[config.mk]
export PLATFORM = sky130hd
export DESIGN_NAME = tkc_cmd
export DESIGN_NICKNAME = d
export VERILOG_FILES = /design/src/hdl/tkc_pkg.sv /design/src/hdl/tkc_timer.sv /design/src/hdl/tkc_cmd.sv
export SDC_FILE = /design/constraint.sdc
export NUM_CORES = 1
export LEC_CHECK = 0
export ABC_CLOCK_PERIOD_IN_PS = 6900
export BUFFER_PORTS_ARGS = -buffer_cell sky130_fd_sc_hd__buf_2
export CORE_UTILIZATION = 60
export DETAILED_ROUTE_END_ITERATION = 7
export PLACE_DENSITY = 0.8
export SLEW_MARGIN = 25
export SYNTH_ARGS = -nofsm -noshare
export SYNTH_HDL_FRONTEND = slang
export SYNTH_SLANG_ARGS = --single-unit
[constraint.sdc]
create_clock -name clk_sys -period 6.9 [get_ports clk_sys]
set_input_delay 0.69 -clock clk_sys [delete_from_list [all_inputs] [get_ports clk_sys]]
set_output_delay 0.69 -clock clk_sys [all_outputs]
set_load 0.01 [all_outputs]
[src/hdl/tkc_pkg.sv]
package tkc_pkg;
  // command codes
  localparam logic [7:0] CMD_NULL = 8'h00;
  localparam logic [7:0] CMD_SETUP = 8'h01;
  localparam logic [7:0] CMD_CAL_ALL = 8'h03;
  localparam logic [7:0] CMD_LAST = 8'h0f;
  localparam logic [1:0] CMD_CAL_KEY_HI = 2'h3;
  // command field layout
  localparam int KEY_IDX_W = 6;
  localparam int CMD_HI_POS = 6;
  localparam logic [5:0] KEY_MAX = 6'h2f;
  // reply bytes
  localparam logic [7:0] ACK_BYTE = 8'hfe;
  localparam logic [7:0] NAK_BYTE = 8'h00;
  // timing: 100 ms window, 250 MHz clock
  localparam int CLK_PERIOD_PS = 4000;
  localparam longint WINDOW_MS = 100;
  localparam longint WINDOW_CYC = (WINDOW_MS * 1000000000) / CLK_PERIOD_PS;
  // configuration block length default
  localparam int CFG_LEN_DEF = 16;
endpackage

[src/hdl/tkc_timer.sv]
// counts down the inter-byte window; restarts on every load pulse
module tkc_timer
  import tkc_pkg::*;
#(
  parameter int CNT_W = 32
)
(
  input wire logic clk_sys,
  input wire logic srst,
  input wire logic load,
  input wire logic run,
  input wire logic [CNT_W-1:0] limit,
  output logic expired
);
  typedef struct packed {
    logic [CNT_W-1:0] cnt;
    logic exp;
  } tkc_tmr_s;

  tkc_tmr_s st;
  tkc_tmr_s next_st;

  // reload on load, count while running, flag at zero
  always_comb
  begin
    next_st = st;
    next_st.exp = 1'b0;
    if (load || !run)
    begin
      next_st.cnt = limit;
    end
    else if (st.cnt == '0)
    begin
      next_st.exp = 1'b1;
      next_st.cnt = limit;
    end
    else
    begin
      next_st.cnt = st.cnt - 1'b1;
    end
  end

  always_ff @(posedge clk_sys)
  begin
    if (srst)
    begin
      st <= '0;
    end
    else
    begin
      st <= next_st;
    end
  end

  assign expired = st.exp;
endmodule

[src/hdl/tkc_cmd.sv]
// Contract
// - key recal needs two back-to-back copies within 100ms
// - key recal targets one key, index 0..47
// - recal chosen key in its slot only
// - reply inverse command just before key recal (spi: reply only queued, goes out on a later null byte after the recal strobe)
// - last-command query clears error, resynchronises
// - spi: one null byte pulls one reply
// - config entry halts sensing, takes block plus crc
// - config entry needs two copies within 100ms
// - ack when ready, ack after eeprom write
// - bad crc replaces second ack with zero
// - config bytes each within 100ms else abandon
// - zero crc accepted, check skipped
// - eeprom written even if crc bad, marked invalid
// - invalid eeprom restored from flash on reset
// - sensing restarts after load; host should reset
// - cal-all after double copy, reply, back to run
// - missing second copy: timeout, no reply
// - last-command returns inverse of last byte, clears error
module tkc_cmd
  import tkc_pkg::*;
#(
  parameter longint WINDOW_CYCLES = WINDOW_CYC,
  parameter int CFG_LEN = CFG_LEN_DEF
)
(
  input wire logic clk_sys,
  input wire logic srst,
  input wire logic spi_mode,
  input wire logic rx_valid,
  input wire logic [7:0] rx_data,
  input wire logic [15:0] crc_calc,
  input wire logic cal_started,
  input wire logic eeprom_done,
  input wire logic eeprom_invalid_in,
  output logic tx_valid,
  output logic [7:0] tx_data,
  output logic sensing_halt,
  output logic cal_all_start,
  output logic cal_key_start,
  output logic [5:0] cal_key_idx,
  output logic cfg_wr,
  output logic [7:0] cfg_wr_data,
  output logic crc_clear,
  output logic eeprom_commit,
  output logic eeprom_mark_invalid,
  output logic flash_restore,
  output logic comm_error
);
  localparam int TW = 32;
  localparam logic [TW-1:0] TLIM = TW'(WINDOW_CYCLES - 1);
  localparam logic [15:0] CFG_LEN_L = 16'(CFG_LEN);

  typedef enum logic [2:0] {
    S_IDLE, S_ARMED, S_CAL_WAIT, S_CFG_DATA, S_CFG_CRC, S_CFG_BURN
  } tkc_state_e;

  typedef struct packed {
    tkc_state_e fsm;
    logic [7:0] last_cmd;
    logic [7:0] armed_cmd;
    logic [15:0] byte_cnt;
    logic [15:0] rx_crc;
    logic crc_bad;
    logic [7:0] q_byte;
    logic q_full;
    logic tx_valid;
    logic [7:0] tx_data;
    logic halt;
    logic cal_all;
    logic cal_key;
    logic [5:0] key_idx;
    logic cal_pending_all;
    logic cfg_wr;
    logic [7:0] cfg_data;
    logic crc_clear;
    logic commit;
    logic mark_inv;
    logic restore;
    logic restore_done;
    logic err;
  } tkc_st_s;

  tkc_st_s st;
  tkc_st_s next_st;
  logic tmr_expired;
  logic tmr_run;

  // decide whether a byte is a double-send command
  function automatic logic is_double(input logic [7:0] b);
    is_double = (b == CMD_SETUP) || (b == CMD_CAL_ALL) ||
                (b[7:CMD_HI_POS] == CMD_CAL_KEY_HI);
  endfunction

  // key index valid for a key recal byte
  function automatic logic key_ok(input logic [7:0] b);
    key_ok = b[KEY_IDX_W-1:0] <= KEY_MAX;
  endfunction

  // window runs while waiting for a second copy or config byte
  assign tmr_run = (st.fsm == S_ARMED) || (st.fsm == S_CFG_DATA) ||
                   (st.fsm == S_CFG_CRC);

  tkc_timer #(
    .CNT_W(TW)
  ) u_timer (
    .clk_sys(clk_sys),
    .srst(srst),
    .load(rx_valid),
    .run(tmr_run),
    .limit(TLIM),
    .expired(tmr_expired)
  );

  // reply path: queue one byte, emit now in uart, on null in spi
  function automatic logic emit_now(input logic spi, input logic nul);
    emit_now = !spi || nul;
  endfunction

  always_comb
  begin
    next_st = st;
    next_st.tx_valid = 1'b0;
    next_st.cal_all = 1'b0;
    next_st.cal_key = 1'b0;
    next_st.cfg_wr = 1'b0;
    next_st.crc_clear = 1'b0;
    next_st.commit = 1'b0;
    next_st.mark_inv = 1'b0;
    next_st.restore = 1'b0;
    // one restore pulse after reset when eeprom was invalid
    if (!st.restore_done)
    begin
      next_st.restore_done = 1'b1;
      next_st.restore = eeprom_invalid_in;
    end
    // spi: null byte pulls one queued reply
    if (rx_valid && spi_mode && rx_data == CMD_NULL && st.fsm != S_CFG_DATA &&
        st.fsm != S_CFG_CRC)
    begin
      if (st.q_full)
      begin
        next_st.tx_valid = 1'b1;
        next_st.tx_data = st.q_byte;
        next_st.q_full = 1'b0;
      end
      else
      begin
        next_st.tx_valid = 1'b1;
        next_st.tx_data = 8'h00;
      end
    end
    case (st.fsm)
      S_IDLE, S_ARMED:
      begin
        if (st.fsm == S_ARMED && tmr_expired)
        begin
          next_st.fsm = S_IDLE; // silent timeout
        end
        if (rx_valid && !(spi_mode && rx_data == CMD_NULL))
        begin
          next_st.last_cmd = rx_data;
          next_st.fsm = S_IDLE;
          if (rx_data == CMD_LAST)
          begin
            // inverse of previous byte, clear error
            next_st.q_byte = ~st.last_cmd;
            next_st.q_full = 1'b1;
            next_st.err = 1'b0;
          end
          else if (st.fsm == S_ARMED && rx_data == st.armed_cmd)
          begin
            // second consecutive copy within window
            if (rx_data == CMD_SETUP)
            begin
              next_st.halt = 1'b1;
              next_st.byte_cnt = '0;
              next_st.crc_clear = 1'b1;
              next_st.q_byte = ACK_BYTE; // ready ack
              next_st.q_full = 1'b1;
              next_st.fsm = S_CFG_DATA;
            end
            else if (rx_data == CMD_CAL_ALL)
            begin
              next_st.cal_all = 1'b1;
              next_st.cal_pending_all = 1'b1;
              next_st.fsm = S_CAL_WAIT;
            end
            else
            begin
              // reply first, then strobe key recal
              next_st.q_byte = ~rx_data;
              next_st.q_full = 1'b1;
              next_st.key_idx = rx_data[KEY_IDX_W-1:0];
              next_st.cal_pending_all = 1'b0;
              next_st.fsm = S_CAL_WAIT;
            end
          end
          else if (is_double(rx_data))
          begin
            if (rx_data[7:CMD_HI_POS] == CMD_CAL_KEY_HI && !key_ok(rx_data))
            begin
              next_st.err = 1'b1;
            end
            else
            begin
              next_st.armed_cmd = rx_data;
              next_st.fsm = S_ARMED;
            end
          end
          else
          begin
            next_st.err = 1'b1; // unhandled here: comms error
          end
        end
      end
      S_CAL_WAIT:
      begin
        if (st.cal_pending_all)
        begin
          // ack once calibration has begun, then back to run
          if (cal_started)
          begin
            next_st.q_byte = ~CMD_CAL_ALL;
            next_st.q_full = 1'b1;
            next_st.fsm = S_IDLE;
          end
        end
        else
        begin
          // key slot recal, others keep sensing
          next_st.cal_key = 1'b1;
          next_st.fsm = S_IDLE;
        end
      end
      S_CFG_DATA:
      begin
        if (tmr_expired)
        begin
          next_st.halt = 1'b0; // abandon
          next_st.fsm = S_IDLE;
        end
        else if (rx_valid)
        begin
          next_st.cfg_wr = 1'b1;
          next_st.cfg_data = rx_data;
          next_st.byte_cnt = st.byte_cnt + 16'h0001;
          if (st.byte_cnt == CFG_LEN_L - 16'h0001)
          begin
            next_st.byte_cnt = '0;
            next_st.fsm = S_CFG_CRC;
          end
        end
      end
      S_CFG_CRC:
      begin
        if (tmr_expired)
        begin
          next_st.halt = 1'b0;
          next_st.fsm = S_IDLE;
        end
        else if (rx_valid)
        begin
          // crc arrives low byte first
          if (st.byte_cnt == 16'h0000)
          begin
            next_st.rx_crc[7:0] = rx_data;
            next_st.byte_cnt = 16'h0001;
          end
          else
          begin
            next_st.rx_crc[15:8] = rx_data;
            next_st.crc_bad = ({rx_data, st.rx_crc[7:0]} != 16'h0000) &&
                              ({rx_data, st.rx_crc[7:0]} != crc_calc);
            next_st.commit = 1'b1; // write regardless
            next_st.fsm = S_CFG_BURN;
          end
        end
      end
      S_CFG_BURN:
      begin
        if (eeprom_done)
        begin
          next_st.mark_inv = st.crc_bad;
          next_st.q_byte = st.crc_bad ? NAK_BYTE : ACK_BYTE;
          next_st.q_full = 1'b1;
          next_st.halt = 1'b0; // sensing resumes
          next_st.fsm = S_IDLE;
        end
      end
      default:
      begin
        next_st.fsm = S_IDLE;
      end
    endcase
    // uart: queued byte goes out at once
    if (next_st.q_full && emit_now(spi_mode, 1'b0))
    begin
      next_st.tx_valid = 1'b1;
      next_st.tx_data = next_st.q_byte;
      next_st.q_full = 1'b0;
    end
  end

  always_ff @(posedge clk_sys)
  begin
    if (srst)
    begin
      st <= '0;
      st.fsm <= S_IDLE;
    end
    else
    begin
      st <= next_st;
    end
  end

  // outputs straight from the state register
  assign tx_valid = st.tx_valid;
  assign tx_data = st.tx_data;
  assign sensing_halt = st.halt;
  assign cal_all_start = st.cal_all;
  assign cal_key_start = st.cal_key;
  assign cal_key_idx = st.key_idx;
  assign cfg_wr = st.cfg_wr;
  assign cfg_wr_data = st.cfg_data;
  assign crc_clear = st.crc_clear;
  assign eeprom_commit = st.commit;
  assign eeprom_mark_invalid = st.mark_inv;
  assign flash_restore = st.restore;
  assign comm_error = st.err;
endmodule

==> results.md <==
- Routed length per placed instance: around 16 um
- Crit path cell chain: nor2_1, nand3_1, nor4b_1, nor2_1, o41ai_4, a211oi_1, a211oi_1
- CP arrival: 3.50 ns
- Most used DFF post-synth: dfxtp_1
- Post_cts resized: 0
- Routed wire length: 14.3 mm
- Vias per cell: between 6 and 7
- GP Congestion: 0.892
- Share of the synthesized area in the top cell type: 39.3%
- H-tree levels: 4
- Register area share after synthesis: 39.3%
- Reg2reg setup slack: approximately 3.8 ns
- Via count: 5340
- Post-DP HPWL: between 9 and 10 mm
- Final period util: 44.5%
- Final Util: a little over two thirds
- EDFF count, synth: 0
- Register bit count reported by yosys: 120
- Mapped Cells: 722
- Final Slew Violations: 0
- First-pass GRT wire length: 23.5 mm
- Fmax: 0.326 GHz
- R2R Path End: tx_data[0]
- Final setup TNS: 0 ns
- Skew-Pair Late Insertion Delay: roughly 0.52 ns
- Worst path max stage delay: 0.80 ns
- WHS Endpoint: flash_restore
- Initial antenna violation count: 0
- Synth unique cells: 65
- CTS Hold Bufs: 0
- Post-synth ARST share: 0%
- Layout Skew: 0.00540 ns
- Reg clk slew, reported paths: roughly 0.050 ns
- Count of final setup violators: 0
- Synthesized area: 6110 um2
- Die height: 103 um
- Drt drc: 0
- R2r startpoint: st[93]
- Largest net degree at the start of global routing: 100
- Die Width: 103 um
- IO Count: between 60 and 70
- Final Hold Fails: 0
- Num CTS Buffers: 17
- CTS sink count: 120
- Tmin final: 3.07 ns
- Drt first pass iters: 5
- Setup bufs post-CTS: 0
- All-Layer GR Usage: approximately 29%
- Vias in the first global route: 5155
- Leak: 2.67 nW
- Worst Path Required: 7.33 ns
- Most common cell in the netlist: dfxtp_1
- Top post-synthesis cells by area: dfxtp_1 39%, xnor2_1 6.6%, nor2_1 6.1%, a21oi_1 5.6%, mux2i_1 4.3%
- Core ar.: ~10000 um2
- Filler Cell Count: 803
- Full die area: 10600 um2
- Layout area overhead: 12.3%
- Layout cells sized above 1: 15.1%
- DRT iter0 DRCs: 351
- CTS tree: done
- Std-Cell Rows: 36
- Hold_sp: st[1]
- Port-buffer cells: between 60 and 70
- Status: completed
- Ys Warns: 0
- PwrDens: about 250 nW/um2
- DRT antenna net count: 0
- CP endpoint kind: flop
- Hold WC Path Type: reg -> reg
- Synth top cells by count: 120 x dfxtp_1, 99 x nor2_1, 68 x a21oi_1
- Hold Path Stages: 1
- Cells on worst reg2reg path: 7
- Clk buf depth: 2
- Gr ovfl total: 0
- RSZ-0062 raised after global routing: no
- Initial core utilization: 62.2%
- Worst-Margin Slew: 1.02 ns
- Max-Cap Viols: 0
- Synth area leader: dfxtp_1
- Slowest cell on crit path: o41ai_4
- Worst-path fanout max: 21
- Startpoint types: flop
- Crit path kind: reg -> reg
- CTS root buffer: clkbuf_8
- Post-Syn Nets: 756
- N_diodes: 0
- Peak supply drop: roughly 0.14 mV
- NumNets Final: 777
- Slew margin rel.: between 30% and 40%
- Syn avg cell area: 8.46 um2
==> report_power, final <==
part	switching [mW]	internal [mW]
Clock	0.297	0.636
Combinational	0.0556	0.0341
Sequential	0.0123	0.706
Total	0.365	1.38
==> routing by layer <==
| layer | track usage, % | wire [um] |
|---|---|---|
| met2 | 49.6 | 7130 |
| met1 | 33.3 | 6200 |
| met5 | 0 | 0 |
| met4 | 12.7 | 388 |
| met3 | 7.46 | 627 |
==> flip-flops by register name, indices dropped and copies added, names as in the netlist <==
register,count
flash_restore,1
crc_clear,1
tx_valid,1
st,55
sensing_halt,1
u_timer.expired,1
u_timer.st,32
comm_error,1
cfg_wr,1
eeprom_commit,1
cal_key_idx,6
cal_all_start,1
eeprom_mark_invalid,1
cal_key_start,1
cfg_wr_data,8
tx_data,8
==> through the flow <==
step	area, um2	total power, mW	std cells	setup slack, ns	hold WS (ns)
finish	6860	1.74	889	3.83	0.386
global route	6860	1.79	889	3.56	0.412
CTS	6860	1.75	889	3.87	0.388
detailed placement	6230	0.820	857	3.69	0.381
global placement	6230	0.817	857	3.84	0.374
floorplan	6110	0.795	722	4.26	0.372
==> worst max path at each step <==
stage	from	end	slack (ns)	depth (start not counted)
2_1_floorplan	rx_data[7]	tx_data[5]	4.26	9
3_3_place_gp	rx_data[3]	tx_data[2]	3.84	8
3_5_place_dp	rx_data[0]	tx_data[0]	3.69	8
4_1_cts	st[93]	tx_data[2]	3.87	7
5_1_grt	st[93]	tx_data[2]	3.56	7
6_report	st[93]	tx_data[0]	3.83	7
==> layout by cell type, fill, tap and decap left out, drive strengths merged, types with 2 or more instances in the layout <==
master,Yosys,final
nand2b,3,3
or2,4,4
o21a,2,2
a21oi,68,68
o22ai,2,2
clkbuf,22,26
ha,3,3
o41ai,3,3
xor2,11,11
mux2i,26,26
and3,9,9
nor2,103,103
buf,39,63
o211ai,3,3
nand2,57,57
nand4,11,11
a211oi,17,17
nand3b,4,4
nand3,20,20
nor2b,2,2
nor3b,8,8
and2,3,3
a31oi,6,6
or3b,2,2
a21o,9,9
dfxtp,120,120
nor4b,6,6
a22oi,2,2
bufinv,0,4
o211a,5,5
xnor2,47,47
nor3,29,29
nor4,16,16
or4,8,8
inv,14,15
or3,14,14
o21ai,13,13
==> cell type report <==
type	instances	area [um2]	share of cell area, %
timing repair buffer	63	318	4.63
clock inverter	6	134	1.95
inverter	14	52.6	0.766
multi-input combinational	527	3290	48.0
sequential	120	2400	35.0
clock buffer	26	498	7.25
tap	133	166	2.42
==> worst max-delay path, delay by kind of cell (launching register included) <==
family,cells,cell delay (ns)
AOI/OAI and AO/OA,3,1.16
DFF,1,0.54
and+or+nand+nor,4,1.27
==> cells by family (layout without fill, tap and decap cells) <==
group,count (synthesis),in the layout,share of synthesized area (%)
simple gates,301,301,26.0
xor+xnor,58,58,8.44
flops,120,120,39.3
fa+ha+maj,3,3,0.614
buf+inv,75,109,6.80
mux,26,26,4.26
compound gates,139,139,14.6
Note: power is estimated with default switching activity, not from simulation.
